## src/nvm_cfg.svh

```systemverilog
`ifndef NVM_CFG_SVH
`define NVM_CFG_SVH
// serial instruction opcodes and second bytes
`define NVM_OP_RD_FUSE    8'h50
`define NVM_OP_RD_FHI     8'h58
`define NVM_OP_RD_SIG     8'h30
`define NVM_OP_RD_CAL     8'h38
`define NVM_OP_PAGE_WR    8'h4c
`define NVM_OP_EE_PAGE    8'hc2
`define NVM_OP_WRITE      8'hac
`define NVM_OP_POLL       8'hf0
`define NVM_B2_EXT        8'h08
`define NVM_B2_LOCK       8'he0
`define NVM_B2_FLO        8'ha0
`define NVM_B2_FHI        8'ha8
`define NVM_B2_FEXT       8'ha4
`define NVM_PAD           8'h00
// control register bit positions
`define NVM_CR_EN         0
`define NVM_CR_PGERS      1
`define NVM_CR_PGWRT      2
`define NVM_CR_LOCKSET    3
`define NVM_CR_RWWRE      4
`define NVM_CR_RWW_BUSY_FLAG      6
`define NVM_CR_IE         7
`define NVM_CR_LOCK_CMD   8'h09
`define NVM_CR_CMD_MASK   8'h7f
// reset values (all bits unprogrammed)
`define NVM_FUSE_RST      8'hff
`define NVM_LOCK_RST      8'hff
`define NVM_LOCK_MASK     8'h3f
// timing
`define NVM_SPM_WINDOW    3'd4
`define NVM_CLK_NS        50
`define NVM_WRITE_NS      4500
`define NVM_WRITE_CYC     ((`NVM_WRITE_NS + `NVM_CLK_NS - 1) / `NVM_CLK_NS)
// host register offsets
`define NVM_R_SERCMD      8'h00
`define NVM_R_TPCMD       8'h04
`define NVM_R_STATUS      8'h08
`define NVM_R_SERRSP      8'h0c
`define NVM_R_TPRSP       8'h10
`endif

```

## src/nvm_pkg.sv

```systemverilog
`default_nettype none
package nvm_pkg;
  // test-port programming instructions
  typedef enum logic [3:0] {
    TP_LOCK_EN  = 4'b0000,
    TP_LOCK_LD  = 4'b0001,
    TP_LOCK_WR  = 4'b0010,
    TP_LOCK_POL = 4'b0011,
    TP_FRD_EN   = 4'b0100,
    TP_FRD_HI   = 4'b0101,
    TP_FRD_LO   = 4'b0110,
    TP_FRD_LOCK = 4'b0111,
    TP_FRD_ALL  = 4'b1000,
    TP_SIG_EN   = 4'b1001,
    TP_SIG_ADR  = 4'b1010,
    TP_SIG_RD   = 4'b1011,
    TP_CAL_EN   = 4'b1100,
    TP_CAL_ADR  = 4'b1101,
    TP_CAL_RD   = 4'b1110
  } nvm_tp_instr_t;
  typedef enum logic [1:0] {
    H_IDLE = 2'b00,
    H_SER  = 2'b01,
    H_POLL = 2'b10,
    H_TP   = 2'b11
  } nvm_host_state_t;
endpackage
`default_nettype wire

```

## src/nvm_link_if.sv

```systemverilog
`timescale 1ns/1ns
`default_nettype none
// serial byte link and test-port command link
interface nvm_link_if;
  logic                  serValid;
  logic [7:0]            serByte;
  logic                  serRspValid;
  logic [7:0]            serRsp;
  logic                  tpValid;
  nvm_pkg::nvm_tp_instr_t tpInstr;
  logic [7:0]            tpData;
  logic                  tpRspValid;
  logic [31:0]           tpRsp;
  modport dev  (input serValid, serByte, tpValid, tpInstr, tpData,
                output serRspValid, serRsp, tpRspValid, tpRsp);
  modport prog (output serValid, serByte, tpValid, tpInstr, tpData,
                input serRspValid, serRsp, tpRspValid, tpRsp);
endinterface
`default_nettype wire

```

## src/nvm_dev.sv

```systemverilog
// What this block does
// RULE1: extended fuse read is 50 08 00, data
// RULE2: page write is 4C, address high, low, 00
// RULE3: eeprom page write is C2, address, 00
// RULE4: extended fuse write is AC A4 00 value
// RULE5: high fuse write is AC A8 00 value
// RULE6: poll LSB one while busy; wait
// RULE7: programmer loads low byte before high; nvm_prog has no page load and sends each command high byte first
// RULE8: zero is programmed, one unprogrammed
// RULE9: lock set needs store within four cycles
// RULE10: zero bits 5..0 program lock bits
// RULE11: pointer ignored during lock write
// RULE12: program memory readable during lock write
// RULE13: eeprom busy blocks programming and reads
// RULE14: page ops block section, busy flag set
// RULE15: software clears busy flag by reenable
// RULE16: interrupt requested while enable bit clear
// RULE17: halt for no-read-while-write page writes
// RULE18: test port lock write enable, load, write
// RULE19: test port zero bits program lock
// RULE20: test port fuse reads after enable
// RULE21: identity bytes read by address
// RULE22: calibration byte read at address zero
// RULE23: expired store window clears enable bits
//
// Local design decisions: register access over Wishbone and the address map.
`timescale 1ns/1ns
`default_nettype none
`include "nvm_cfg.svh"
module nvm_dev #(
  parameter logic [7:0]  SIG0      = 8'h11, // arbitrary
  parameter logic [7:0]  SIG1      = 8'h22, // arbitrary
  parameter logic [7:0]  SIG2      = 8'h33, // arbitrary
  parameter logic [7:0]  CAL       = 8'h80,
  parameter logic [15:0] NO_READ_WHILE_WRITE_SECTION_BASE = 16'h7000,
  parameter int          WRITE_CYC = `NVM_WRITE_CYC
) (
  input  wire logic       clk,
  input  wire logic       rst,
  nvm_link_if.dev         link,
  input  wire logic       crWe,
  input  wire logic [7:0] crWdata,
  output logic      [7:0] crRdata,
  input  wire logic       storeExec,
  input  wire logic [7:0] workReg0,
  input  wire logic [15:0] zPtr,
  input  wire logic       eepromWriteBusy,
  input  wire logic       fuseRdReq,
  input  wire logic [1:0] fuseRdSel,
  output logic      [7:0] fuseRdData,
  output logic            fuseRdOk,
  output logic            rwwReadBlock,
  output logic            cpuHalt,
  output logic            storeIrq
);
  import nvm_pkg::*;

  typedef struct packed {
    logic [7:0]  cr;
    logic [2:0]  win;
    logic [15:0] busyCnt;
    logic        halt;
    logic [7:0]  fLo, fHi, fExt, lock;
    logic [1:0]  bCnt;
    logic [7:0]  b0, b1, b2;
    logic        sRv;
    logic [7:0]  sRsp;
    logic        lockEn, fEn, sigEn, calEn;
    logic [7:0]  tpLatch;
    logic [1:0]  sigAdr;
    logic        tRv;
    logic [31:0] tRsp;
    logic [7:0]  rdData;
    logic        rdOk;
  } nvm_dev_st_t;

  nvm_dev_st_t st_q, st_d;
  logic busy;
  logic [7:0] serRd;
  logic [7:0] sigSel;

  assign busy = st_q.busyCnt != 16'h0000;

  // identity byte chosen by the loaded address
  always_comb begin
    unique case (st_q.sigAdr)
      2'd0:    sigSel = SIG0;
      2'd1:    sigSel = SIG1;
      2'd2:    sigSel = SIG2;
      default: sigSel = 8'hff;
    endcase
  end

  // serial read data for the fourth byte
  always_comb begin
    serRd = 8'h00;
    if (st_q.b0 == `NVM_OP_POLL)
      serRd = {7'h00, busy}; // RULE6
    else if (st_q.b0 == `NVM_OP_RD_FUSE && st_q.b1 == `NVM_B2_EXT)
      serRd = st_q.fExt; // RULE1
    else if (st_q.b0 == `NVM_OP_RD_FUSE)
      serRd = st_q.fLo;
    else if (st_q.b0 == `NVM_OP_RD_FHI && st_q.b1 == `NVM_B2_EXT)
      serRd = st_q.fHi;
    else if (st_q.b0 == `NVM_OP_RD_FHI)
      serRd = st_q.lock;
    else if (st_q.b0 == `NVM_OP_RD_SIG)
      serRd = (st_q.b2[1:0] == 2'd0) ? SIG0 :
              (st_q.b2[1:0] == 2'd1) ? SIG1 : SIG2;
    else if (st_q.b0 == `NVM_OP_RD_CAL)
      serRd = CAL;
  end

  always_comb begin
    st_d = st_q;
    st_d.sRv = 1'b0;
    st_d.tRv = 1'b0;
    st_d.rdOk = 1'b0;
    // write timer; completion ends enable and releases a halt
    if (busy) begin
      st_d.busyCnt = st_q.busyCnt - 16'h0001;
      if (st_q.busyCnt == 16'h0001) begin
        st_d.halt = 1'b0; // RULE17
        st_d.cr[`NVM_CR_EN] = 1'b0;
        st_d.cr[`NVM_CR_PGERS] = 1'b0;
        st_d.cr[`NVM_CR_PGWRT] = 1'b0;
      end
    end
    // store window countdown
    if (st_q.win != 3'd0) begin
      st_d.win = st_q.win - 3'd1;
      if (st_q.win == 3'd1 && !busy) begin
        st_d.cr[`NVM_CR_EN] = 1'b0; // RULE23
        st_d.cr[`NVM_CR_LOCKSET] = 1'b0; // RULE23
        st_d.cr[`NVM_CR_RWWRE] = 1'b0;
      end
    end
    // control register write, refused during eeprom write
    if (crWe && !eepromWriteBusy && !busy) begin // RULE13
      st_d.cr[`NVM_CR_IE] = crWdata[`NVM_CR_IE];
      st_d.cr[5:0] = crWdata[5:0];
      st_d.win = crWdata[`NVM_CR_EN] ? `NVM_SPM_WINDOW : 3'd0; // RULE9
    end
    // store instruction inside the window
    // an eeprom write in progress blocks the store as well
    if (storeExec && st_q.win != 3'd0 && st_q.cr[`NVM_CR_EN] && !busy
        && !eepromWriteBusy) begin // RULE13
      st_d.win = 3'd0;
      if (st_q.cr[5:0] == `NVM_CR_LOCK_CMD) begin // RULE9
        // pointer not looked at; no section block
        st_d.lock = st_q.lock & (workReg0 | ~`NVM_LOCK_MASK); // RULE10 RULE11 RULE12
        st_d.busyCnt = 16'(WRITE_CYC);
      end else if (st_q.cr[`NVM_CR_RWWRE]) begin
        st_d.cr[`NVM_CR_RWW_BUSY_FLAG] = 1'b0; // RULE15
        st_d.cr[`NVM_CR_EN] = 1'b0;
        st_d.cr[`NVM_CR_RWWRE] = 1'b0;
      end else if (st_q.cr[`NVM_CR_PGERS] || st_q.cr[`NVM_CR_PGWRT]) begin
        st_d.busyCnt = 16'(WRITE_CYC);
        if (zPtr >= NO_READ_WHILE_WRITE_SECTION_BASE)
          st_d.halt = 1'b1; // RULE17
        else
          st_d.cr[`NVM_CR_RWW_BUSY_FLAG] = 1'b1; // RULE14
      end else
        st_d.cr[`NVM_CR_EN] = 1'b0;
    end
    // software fuse and lock reads
    if (fuseRdReq && !eepromWriteBusy) begin // RULE13
      st_d.rdOk = 1'b1;
      unique case (fuseRdSel)
        2'd0: st_d.rdData = st_q.fLo;
        2'd1: st_d.rdData = st_q.lock;
        2'd2: st_d.rdData = st_q.fExt;
        2'd3: st_d.rdData = st_q.fHi;
      endcase
    end
    // serial four-byte instructions
    if (link.serValid) begin
      st_d.sRv = 1'b1;
      st_d.sRsp = 8'h00;
      st_d.bCnt = st_q.bCnt + 2'd1;
      unique case (st_q.bCnt)
        2'd0: st_d.b0 = link.serByte;
        2'd1: st_d.b1 = link.serByte;
        2'd2: st_d.b2 = link.serByte;
        2'd3: begin
          st_d.sRsp = serRd; // RULE1 RULE6
          if (!busy && st_q.b0 == `NVM_OP_WRITE) begin
            st_d.busyCnt = 16'(WRITE_CYC);
            unique case (st_q.b1)
              `NVM_B2_FEXT: st_d.fExt = link.serByte; // RULE4 RULE8
              `NVM_B2_FHI:  st_d.fHi = link.serByte; // RULE5 RULE8
              `NVM_B2_FLO:  st_d.fLo = link.serByte;
              `NVM_B2_LOCK: st_d.lock = st_q.lock & link.serByte;
              default:      st_d.busyCnt = 16'h0000;
            endcase
          end else if (!busy && (st_q.b0 == `NVM_OP_PAGE_WR // RULE2
                                 || st_q.b0 == `NVM_OP_EE_PAGE)) // RULE3
            st_d.busyCnt = 16'(WRITE_CYC);
        end
      endcase
    end
    // test-port programming commands
    if (link.tpValid) begin
      st_d.tRv = 1'b1;
      st_d.tRsp = 32'h0;
      unique case (link.tpInstr)
        TP_LOCK_EN:  st_d.lockEn = 1'b1; // RULE18
        TP_LOCK_LD:  st_d.tpLatch = link.tpData;
        TP_LOCK_WR: if (st_q.lockEn && !busy) begin
          st_d.lock = st_q.lock & st_q.tpLatch; // RULE19
          st_d.busyCnt = 16'(WRITE_CYC);
          st_d.lockEn = 1'b0;
        end
        TP_LOCK_POL: st_d.tRsp = {31'h0, busy};
        TP_FRD_EN:   st_d.fEn = 1'b1; // RULE20
        TP_FRD_HI:   if (st_q.fEn) st_d.tRsp = {24'h0, st_q.fHi};
        TP_FRD_LO:   if (st_q.fEn) st_d.tRsp = {24'h0, st_q.fLo};
        TP_FRD_LOCK: if (st_q.fEn) st_d.tRsp = {24'h0, st_q.lock};
        TP_FRD_ALL:  if (st_q.fEn)
          st_d.tRsp = {st_q.fExt, st_q.fHi, st_q.fLo, st_q.lock};
        TP_SIG_EN:   st_d.sigEn = 1'b1; // RULE21
        TP_SIG_ADR:  st_d.sigAdr = link.tpData[1:0];
        TP_SIG_RD:   if (st_q.sigEn) st_d.tRsp = {24'h0, sigSel};
        TP_CAL_EN:   st_d.calEn = 1'b1; // RULE22
        TP_CAL_ADR:  st_d.sigAdr = link.tpData[1:0];
        TP_CAL_RD:   if (st_q.calEn) st_d.tRsp = {24'h0, CAL};
        default:     st_d.tRsp = 32'h0;
      endcase
    end
  end

  // state register
  always_ff @(posedge clk) begin
    if (rst) begin
      st_q <= '0;
      st_q.fLo <= `NVM_FUSE_RST; // RULE8
      st_q.fHi <= `NVM_FUSE_RST;
      st_q.fExt <= `NVM_FUSE_RST;
      st_q.lock <= `NVM_LOCK_RST;
    end else begin
      st_q <= st_d;
    end
  end

  // outputs
  assign crRdata          = st_q.cr;
  assign rwwReadBlock     = st_q.cr[`NVM_CR_RWW_BUSY_FLAG]; // RULE14
  assign cpuHalt          = st_q.halt; // RULE17
  assign storeIrq = st_q.cr[`NVM_CR_IE] & ~st_q.cr[`NVM_CR_EN]; // RULE16
  assign fuseRdData       = st_q.rdData;
  assign fuseRdOk         = st_q.rdOk;
  assign link.serRspValid = st_q.sRv;
  assign link.serRsp      = st_q.sRsp;
  assign link.tpRspValid  = st_q.tRv;
  assign link.tpRsp       = st_q.tRsp;
endmodule
`default_nettype wire

```

## src/flat_wrapper.sv

```systemverilog
// flat-port wrapper written by rule: the top's interface ports become plain ports
module nvm_dev_flat import nvm_pkg::*;
#(
  parameter logic [7:0]  SIG0      = 8'h11,             
  parameter logic [7:0]  SIG1      = 8'h22,             
  parameter logic [7:0]  SIG2      = 8'h33,             
  parameter logic [7:0]  CAL       = 8'h80,
  parameter logic [15:0] NO_READ_WHILE_WRITE_SECTION_BASE = 16'h7000,
  parameter int          WRITE_CYC = `NVM_WRITE_CYC
)
  (clk, rst, crWe, crWdata, crRdata, storeExec, workReg0, zPtr, eepromWriteBusy, fuseRdReq, fuseRdSel, fuseRdData, fuseRdOk, rwwReadBlock, cpuHalt, storeIrq, link_serValid, link_serByte, link_tpValid, link_tpInstr, link_tpData, link_serRspValid, link_serRsp, link_tpRspValid, link_tpRsp);
  nvm_link_if link_i ();
  input  wire logic clk;
  input  wire logic rst;
  input  wire logic crWe;
  input  wire logic [7:0] crWdata;
  output logic      [7:0] crRdata;
  input  wire logic storeExec;
  input  wire logic [7:0] workReg0;
  input  wire logic [15:0] zPtr;
  input  wire logic eepromWriteBusy;
  input  wire logic fuseRdReq;
  input  wire logic [1:0] fuseRdSel;
  output logic      [7:0] fuseRdData;
  output logic fuseRdOk;
  output logic rwwReadBlock;
  output logic cpuHalt;
  output logic storeIrq;
  input wire logic [$bits(link_i.serValid)-1:0] link_serValid;
  input wire logic [$bits(link_i.serByte)-1:0] link_serByte;
  input wire logic [$bits(link_i.tpValid)-1:0] link_tpValid;
  input wire logic [$bits(link_i.tpInstr)-1:0] link_tpInstr;
  input wire logic [$bits(link_i.tpData)-1:0] link_tpData;
  output wire logic [$bits(link_i.serRspValid)-1:0] link_serRspValid;
  output wire logic [$bits(link_i.serRsp)-1:0] link_serRsp;
  output wire logic [$bits(link_i.tpRspValid)-1:0] link_tpRspValid;
  output wire logic [$bits(link_i.tpRsp)-1:0] link_tpRsp;
  assign link_i.serValid = link_serValid;
  assign link_i.serByte = link_serByte;
  assign link_i.tpValid = link_tpValid;
  assign link_i.tpInstr = link_tpInstr;
  assign link_i.tpData = link_tpData;
  assign link_serRspValid = link_i.serRspValid;
  assign link_serRsp = link_i.serRsp;
  assign link_tpRspValid = link_i.tpRspValid;
  assign link_tpRsp = link_i.tpRsp;
  nvm_dev #(.SIG0(SIG0), .SIG1(SIG1), .SIG2(SIG2), .CAL(CAL), .NO_READ_WHILE_WRITE_SECTION_BASE(NO_READ_WHILE_WRITE_SECTION_BASE), .WRITE_CYC(WRITE_CYC)) u_core (.clk(clk), .rst(rst), .link(link_i), .crWe(crWe), .crWdata(crWdata), .crRdata(crRdata), .storeExec(storeExec), .workReg0(workReg0), .zPtr(zPtr), .eepromWriteBusy(eepromWriteBusy), .fuseRdReq(fuseRdReq), .fuseRdSel(fuseRdSel), .fuseRdData(fuseRdData), .fuseRdOk(fuseRdOk), .rwwReadBlock(rwwReadBlock), .cpuHalt(cpuHalt), .storeIrq(storeIrq));
endmodule
```

## config.mk

```make
export PLATFORM = sky130hd
export DESIGN_NAME = nvm_dev_flat
export DESIGN_NICKNAME = d
export VERILOG_FILES = /design/src/nvm_pkg.sv /design/src/nvm_link_if.sv /design/src/nvm_dev.sv /design/src/flat_wrapper.sv
export VERILOG_INCLUDE_DIRS = /design/src
export SDC_FILE = /design/constraint.sdc
export NUM_CORES = 1
export LEC_CHECK = 0
export BUFFER_PORTS_ARGS = -buffer_cell sky130_fd_sc_hd__buf_4
export CORE_ASPECT_RATIO = 1.25
export CORE_UTILIZATION = 57
export CTS_CLUSTER_DIAMETER = 200
export CTS_CLUSTER_SIZE = 14
export DETAILED_ROUTE_END_ITERATION = 7
export PLACE_DENSITY = 0.78
export SLEW_MARGIN = 20
export SYNTH_ARGS = -nofsm -noshare
export SYNTH_HDL_FRONTEND = slang
export SYNTH_SLANG_ARGS = --single-unit
```

## constraint.sdc

```tcl
create_clock -name clk -period 2.6 [get_ports clk]
set_clock_uncertainty 0.1 [all_clocks]
set_input_delay 0.13 -clock clk [delete_from_list [all_inputs] [get_ports clk]]
set_output_delay 0.13 -clock clk [all_outputs]
set_load 0.01 [all_outputs]
```

## After elaboration in Yosys (flattened, before gate mapping)

Cells that the tools add are included.

- Bits in registers: 151
- Input port bits: 62
- Word-level logic and storage cells: 195

- Add/subtract/negate cells: 3
- $lt $le $gt $ge: 1
- Equal/unequal tests: 41
- Muxes and demuxes: 68
- Bitwise logic cells: 6
- Reductions and logical operators: 48

Operator list:

| operator | count |
|---|---|
| $pmux 32 s7 | 1 |
| $mux 8 | 26 |
| $mux 16 | 8 |
| $eq 8x8->1 const B | 7 |
| $mux 17 | 3 |
| $mux 43 | 1 |
| $mux 33 | 1 |
| $mux 32 | 1 |
| $pmux 8 s4 | 1 |
| $eq 4x4->1 const B | 7 |
| $and 8x8->8 | 3 |
| $eq 8x7->1 const B | 3 |
| $pmux 8 s3 | 1 |
| $mux 21 | 1 |
| $reduce_and 2->1 | 10 |
| $eq 16x1->1 const B | 1 |
| $eq 4x3->1 const B | 4 |
| $eq 8x6->1 const B | 2 |
| $ge 16x15->1 const B | 1 |
| $reduce_and 4->1 | 4 |
| $reduce_bool 16->1 | 1 |
| $sub 16x1->16 const B | 1 |
| $mux 1 | 15 |
| $logic_and 1x1->1 | 13 |
| other kinds (27) | 51 |

## Logic depth before layout (Yosys ltp)

Gate-level depths: netlist (run 1).

- Word-level depth: 17
- Mapped depth: 9

## Worst setup path before layout (run 1)

No wires, ideal clock.

- Path type: register -> register
- Start: register u_core.st_q[124] (netlist bit)
- End: register u_core.st_q[100] (netlist bit)
- Library setup time: 0.129 ns
- Data arrival time: 1.939 ns
- Setup slack: 0.432 ns
- Stages on the path, launching flop included: 9
- Clock period less this slack: 2.168 ns
- Path through: dfxtp_1 -> inv_1 -> ha_1 -> buf_2 -> and4b_1 -> nand4_4 -> nor4_4 -> mux2i_1 -> nand2_1

- Cells in the longest elaborated chain, start to end: 4

Ends and longest elaborated chain:

| what | RTL line | text |
|---|---|---|
| start, declared | nvm_dev.sv:77 | `nvm_dev_st_t st_q, st_d;` |
| start signal, assigned | nvm_dev.sv:241 | `st_q <= st_d;` |
| $reduce_bool 16->1 | nvm_dev.sv:82 | `assign busy = st_q.busyCnt != 16'h0000;` |
| $logic_not 1->1 | nvm_dev.sv:187 | `` if (!busy && st_q.b0 == `NVM_OP_WRITE) begin `` |
| $logic_and 1x1->1 (no line) | - |  |
| $reduce_and 4->1 (no line) | - |  |

No other way between the ends.
A chain may end at the register's enable or synchronous reset.

## Worst setup path after layout (run 1)

- Start: register u_core.st_q[126] (netlist bit)
- End: register u_core.st_q[93] (netlist bit)

- Cells in the longest elaborated chain, start to end: 12
- Elaborated cells between the ends (all ways): 14
- Classes of those cells: mux: 8; reduce/logical: 6

Ends and longest elaborated chain:

| what | RTL line | text |
|---|---|---|
| $reduce_bool 16->1 (*) | nvm_dev.sv:82 |  |
| $logic_not 1->1 (*) | nvm_dev.sv:146, nvm_dev.sv:187, nvm_dev.sv:209 |  |
| $logic_and 1x1->1 (2 in series) | nvm_dev.sv:146 | `` if (storeExec && st_q.win != 3'd0 && st_q.cr[`NVM_CR_EN] && !busy `` |
| $mux 8 | nvm_dev.sv:146 |  |
| $mux 8 | nvm_dev.sv:189 | `unique case (st_q.b1)` |
| $mux 8 | nvm_dev.sv:187 |  |
| $mux 8 | nvm_dev.sv:181 | `unique case (st_q.bCnt)` |
| $mux 43 | nvm_dev.sv:177 | `if (link.serValid) begin` |
| $mux 8 | nvm_dev.sv:209 | `TP_LOCK_WR: if (st_q.lockEn && !busy) begin` |
| $mux 8 | nvm_dev.sv:206 | `unique case (link.tpInstr)` |
| $mux 8 (*) | nvm_dev.sv:203 | `if (link.tpValid) begin` |

Mark *: on every way between the ends. The rest lies on a longest branch, timed or not.

==> results.md, run 1 <==
* Worst-path cell chain: nor3_4 -> and3_1 -> nand4_1 -> a211oi_1 -> o21ai_0
* # resized after CTS at 0
* Num CTS Buffers at 17
* Final worst-path cycle share at around nine tenths
* GR Overflow Total at 0
* Cts hold-fix bufs at 34
* Post-CTS Setup Bufs at 0
* CTS tree: built
* Dominant cell by count in the synthesized netlist: dfxtp_1
* R2R Setup Slk at between 200 and 250 ps
* Number of synthesized flops with an enable pin at 0
* Design Power at about 7 mW
* Final setup fails at 0
* Final hold vios at 0
* FMAX at 423.1 MHz
* GR Util All Layers at a little under a third
* Crit path arrival time at 2570 ps
* Antenna-violating nets left at 0
* CTS sink cnt at between 100 and 150
* Hold/Removal Path Class: primary input to flip-flop
* Ys async rst share at 0%
* Area leader, netlist: dfxtp_1
* WHS Endpoint: u_core.st_q[52]
* R2r startpoint: u_core.st_q[126]
* Number of global-route vias before repair at ~6300
* Hold Path Origin: link_tpInstr[3]
* Clock-pin slew on the worst setup and hold paths at about 60 ps
* CP Max Fanout at 13
* PortBufs at between 100 and 150
* Hold slack final at ~9.2 ps
* Starting Density at between 50% and 60%
* Worst hold stages at 5
* Worst-margin pin slew at between 500 and 600 ps
* Crit. End Element: flip-flop
* Fin nets at between 1000 and 1500
* Root buf cell: clkbuf_16
* Vias per cell at about 6
* Seq/Total Area, Yosys at between 30 and 40%
* Final Max Tran Viols at 0
* Pre-antenna DRT Iters at 6
* Setup TNS at 0 ps
* Largest net degree at the start of global routing at 44
* Mapped Area at between 7000 and 8000 um2
* Crit-path slowest cell: and3_1
* Max_cap viols at 0
* Diode count at 0
* Row count at 46
* Syn. warnings at 0
* Total I/O pin count at approximately 120
* Top cell type's share of synthesized area at between 30% and 40%
* Reg-to-Reg End: u_core.st_q[93]
* Die Y at about 130 um
* Crit path kind: flip-flop to flip-flop
* Routed len/inst at roughly 18 um
* Drt drc at 0
* Post-Layout Cell Count at 1120
* Synth cell count leaders: dfxtp_1, nand2_1, nor2_1, a21oi_1, buf_4
* RSZ-0062 raised after global routing: no
* Post-synth top flop: dfxtp_1
* Critical Path Max Stage Delay at between 500 and 600 ps
* Lkg Pwr at around 3.6 nW
* Min Tclk post-route at 2363 ps
* Worst setup SP type: flip-flop
* Cells after Synth at just under 900
* R2R cell count at 5
* Inst Count DP at about 1100
* Total wire length at 20530 um
* Layout cells sized above 1 at approximately a fifth
* Rel. slew slack at about three fifths
* Post-route worst setup slack at ~240 ps
* Post-DP Area at about 8000 um2
* Initial antenna violation count at 0
* Total number of H-tree levels at 4
* Final instance area at 8992 um2
* Seq cells post-synth at 145
* Placer Congestion at 0.8843
* Final cell utilization of the core at between 70% and 80%
* Synth area leaders: dfxtp_1, buf_4, mux2i_1
* Initial DRC count at 508
* Global-route wire length before repair at between 30000 and 40000 um
* Critical Path RT at 2800 ps
* Syn_area_per_cell at roughly 8.6 um2
* Worst vdd ir at around 600 uV
* Clk buf depth at 2
* Detailed placement HPWL at 14000 um
* Power Density at 792.1 nW/um2
* DP Worst Slack at between 200 and 300 ps
* Vias at between 6000 and 7000
* Core ar. at roughly 13000 um2
* Clk_lat worst skew at 430 ps
* Die width at between 100 and 150 um
* Syn Nets at 942
* Run status: finished, final reports clean
* Netlist cell types at 70
* Area Overhead vs Synth at 19.44%
* Die area at 13670 um2
-- cell usage in the layout, fill, tap and decap left out, drive strengths merged, types with 6 or more instances in the layout --
master and n:
dfxtp 145, buf 125, nand2 97, nor2 79
a21oi 72, mux2i 43, nor2b 40, dlygate4sd3 34
nand3 34, o21ai 20, clkbuf 19, inv 18
a31oi 14, nor3 12, a211oi 11, xnor2 10
nand4 10, nor4 10, or3 9, or4 9
nand2b 8, mux4 8, a22o 8, ha 8
and3 8, a32oi 7, mux2 6, a22oi 6
clkinv 6
-- where the power goes --
group	switching (mW)	internal [mW]
sequential	0.214	2.39
combinational	1.14	0.817
clock	0.956	1.61
total	2.31	4.81
-- worst max path at each step --
stage | slack [ps] | endpoint | startpoint
detailed placement | 260 | u_core.st_q[103] | u_core.st_q[124]
global placement | 330 | u_core.st_q[97] | u_core.st_q[124]
floorplan | 430 | u_core.st_q[100] | u_core.st_q[124]
finish | 240 | u_core.st_q[93] | u_core.st_q[126]
global route | 30 | u_core.st_q[93] | u_core.st_q[125]
CTS | 250 | u_core.st_q[103] | u_core.st_q[124]
-- area by class of cell --
| type | count | area [um2] |
|---|---|---|
| tap | 168 | 210.2 |
| sequential | 145 | 2903 |
| timing repair buffer | 159 | 1279 |
| inverter | 17 | 63.81 |
| clock buffer | 19 | 432.9 |
| clock inverter | 12 | 183.9 |
| multi-input combinational | 600 | 3920 |
| fill | 974 | 3785 |
-- kinds of logic after synthesis --
logic type      count (synthesis)  synth area share [%]
simple gates                  350                 25.51
compound gates                172                 14.69
flops                         145                 38.56
buf+inv                       127                 9.373
mux                            57                 9.008
xor+xnor                       12                 1.396
fa+ha+maj                       9                 1.463
-- layer usage --
layer | vias up | GRT usage, % | part of all wire (%)
met4 | 0 | 13.75 | 2.8
met5 | - | 0 | 0
li1 | 3175 | - | -
met3 | 49 | 5.258 | 7.4
met2 | 330 | 52.36 | 49
met1 | 3159 | 37.51 | 41
-- registers in the layout, indices dropped and copies added (netlist names) --
signal and cells:
u_core.crRdata 8, u_core.link.tpRsp 32, u_core.link.serRspValid 1, u_core.fuseRdOk 1
u_core.link.serRsp 8, u_core.fuseRdData 8, u_core.cpuHalt 1, u_core.link.tpRspValid 1
u_core.st_q 85
-- worst max-delay path, delay by kind of cell, from the launching register on --
kind,cells,cell delay [ps]
compound gates,2,460
simple gates,3,1310
flops,1,370
No activity file was read; power rests on OpenSTA's default activity.
==> run 2: changes to the inputs <==
==> constraint.sdc (replaced) <==
create_clock -name clk -period 2.6 [get_ports clk]
set_clock_uncertainty 0.1 [all_clocks]
set_input_delay 0.26 -clock clk [delete_from_list [all_inputs] [get_ports clk]]
set_output_delay 0.26 -clock clk [all_outputs]
set_load 0.01 [all_outputs]
==> run 2 against run 1 <==
  * Total power down 2.8%
  * First-iteration DRC count down 16%
  * Non-clock buffer count down 23
  * Sequential cell count unchanged
  * Largest cell class unchanged
  * Count of clock-buffer cells in the layout down 2
  * Sequential power about the same
  * Final cell count down 2.0%
  * Global-route usage down 1.8 points
  * Routed wire length down 4.5%
  * Critical path type unchanged
  * Sequential share of layout area up 1.0 points
  * Utilization down 2.2 points
==> results.md, run 2 (synthesized netlist as in run 1, its figures left out) <==
* Drt drc at 0 (unchanged)
* Final cell utilization of the core at 68.18% (was 70.38%)
* RSZ-0062 raised after global routing: no (unchanged)
* Max_cap viols at 0 (unchanged)
* Fin nets at 987 (was 1010)
* Run status: finished, final reports clean (unchanged)
* Diode count at 0 (unchanged)
* Die width at 104.8 um (unchanged)
* Rel. slew slack at 51.51% (was 59.59%)
* Power Density at 794.9 nW/um2 (was 792.1 nW/um2)
* Initial DRC count at 429 (was 508)
* Total number of H-tree levels at 4 (unchanged)
* Max reg flops at 85 (unchanged)
* CP Max Fanout at 14 (was 13)
* CTS tree: built (unchanged)
* R2R cell count at 5 (unchanged)
* Crit path kind: flip-flop to flip-flop (unchanged)
* CTS sink cnt at 145 (unchanged)
* CP bufs+invs at 0 (unchanged)
* Vias at 6480 (was 6713)
* Root buf cell: clkbuf_16 (unchanged)
* Crit-path slowest cell: nand3_1 (was and3_1)
* Clk buf depth at 2 (unchanged)
* Worst-margin pin slew at 717.3 ps (was 597.9 ps)
* Setup TNS at 0 ps (unchanged)
* Worst vdd ir at 534.3 uV (was 608.1 uV)
* Die area at 13670 um2 (unchanged)
* Initial antenna violation count at 0 (unchanged)
* Pre-antenna DRT Iters at 5 (was 6)
* Die Y at 130.5 um (unchanged)
* Number of global-route vias before repair at 6043 (was 6299)
* Lkg Pwr at 3.475 nW (was 3.588 nW)
* Commonest non-fill, non-tap cell in the layout: dfxtp_1 (unchanged)
* Critical Path Max Stage Delay at 480 ps (was 530 ps)
* Worst-path cell chain: nor3b_1 -> nand3_1 -> mux2_2 -> o31ai_1 -> a211oi_1 (was nor3_4 -> and3_1 -> nand4_1 -> a211oi_1 -> o21ai_0)
* Starting Density at 58.92% (unchanged)
* Core ar. at 12780 um2 (unchanged)
* Number of fill cells in the layout at 1052 (was 974)
* Final instance area at 8712 um2 (was 8992 um2)
* Num CTS Buffers at 17 (unchanged)
* Total wire length at 19600 um (was 20530 um)
* Row count at 46 (unchanged)
* Layout cells sized above 1 at 20.97% (was 19.85%)
* Min Tclk post-route at 2338 ps (was 2363 ps)
* GR Overflow Total at 0 (unchanged)
* PortBufs at 108 (unchanged)
* Clk_lat worst skew at 410 ps (was 430 ps)
* Critical path depth at 5 (unchanged)
* CP top delay family: simple AND/OR/NAND/NOR gates (unchanged)
* GR Util All Layers at 28.61% (was 30.38%)
* FMAX at 427.8 MHz (was 423.1 MHz)
* Global-route wire length before repair at 30840 um (was 32320 um)
* Final Max Tran Viols at 0 (unchanged)
* Total I/O pin count at 124 (unchanged)
* Post-DP Area at 8058 um2 (was 8035 um2)
* Worst setup SP type: flip-flop (unchanged)
* Worst hold stages at 3 (was 5)
* Antenna-violating nets left at 0 (unchanged)
* Cts hold-fix bufs at 8 (was 34)
* Final hold vios at 0 (unchanged)
* # resized after CTS at 0 (unchanged)
* Routed len/inst at 17.85 um (was 18.33 um)
* Critical Path RT at 2770 ps (was 2800 ps)
* Most frequent cells in the layout: dfxtp_1, buf_4, nand2_1, nor2_1, a21oi_1 (unchanged)
* Final worst-path cycle share at 89.91% (was 90.90%)
* Hold/Removal Path Class: primary input to flip-flop (unchanged)
* Area Overhead vs Synth at 15.72% (was 19.44%)
* Clock-pin slew on the worst setup and hold paths at 60 ps (about the same)
* Largest reg by FF count: u_core.st_q (unchanged)
* Vias per cell at 5.902 (was 5.994)
* Post-CTS Setup Bufs at 0 (unchanged)
* Crit. End Element: flip-flop (unchanged)
* Placer Congestion at 0.8951 (was 0.8843)
* Largest net degree at the start of global routing at 46 (was 44)
* Detailed placement HPWL at 14200 um (was 14000 um)
* Crit path arrival time at 2510 ps (was 2570 ps)
* Final setup fails at 0 (unchanged)
## run 2: tightest hold or removal path, cell delays in order
cell     delay [ps]
buf_4            90
mux2i_1          60
nor2_1           80
## run 2: worst paths after layout
kind	from	end	slack (ps)
setup / recovery	u_core.st_q[75]	u_core.link.serRsp[1]	260
hold / removal	link_tpData[0]	u_core.st_q[44]	10
hold reg to reg	u_core.fuseRdData[5]	u_core.fuseRdData[5]	360
setup reg to reg	u_core.st_q[75]	u_core.link.serRsp[1]	260
## run 2: report_power, final
part,internal [mW],leakage [nW],switching (mW)
registers,2.39,1.18,0.209
logic,0.814,2.02,1.12
clock network,1.35,0.277,1.05
## run 2: final cells by class
type                       instances  area (um2)  area share, %
tap                              168       210.2          2.413
multi-input combinational        600        3920          44.99
timing repair buffer             136        1041          11.95
sequential                       145        2903          33.32
clock buffer                      17       425.4          4.883
clock inverter                    15       148.9          1.709
inverter                          17       63.81         0.7324
## run 2: per-layer routing
metal / global-route usage (%) / part of all wire (%) / wire length, um
met1: 35.69 / 42 / 8252
met2: 49.44 / 48 / 9473
met3: 5.754 / 6.8 / 1340
met4: 10.36 / 2.7 / 533
met5: 0 / 0 / 0
## run 2: per-stage QoR
step | instances | worst slack (ps) | total power, mW | hold WS [ps]
after floorplan | 872 | 431.9 | 4.112 | 239.1
after global placement | 1058 | 351.2 | 4.485 | 343.6
after detailed placement | 1058 | 285.5 | 4.538 | 348.3
after CTS | 1098 | 279.4 | 6.931 | 2.230
after global routing | 1098 | 59.52 | 7.255 | 11.26
final | 1098 | 262.4 | 6.925 | 11.13
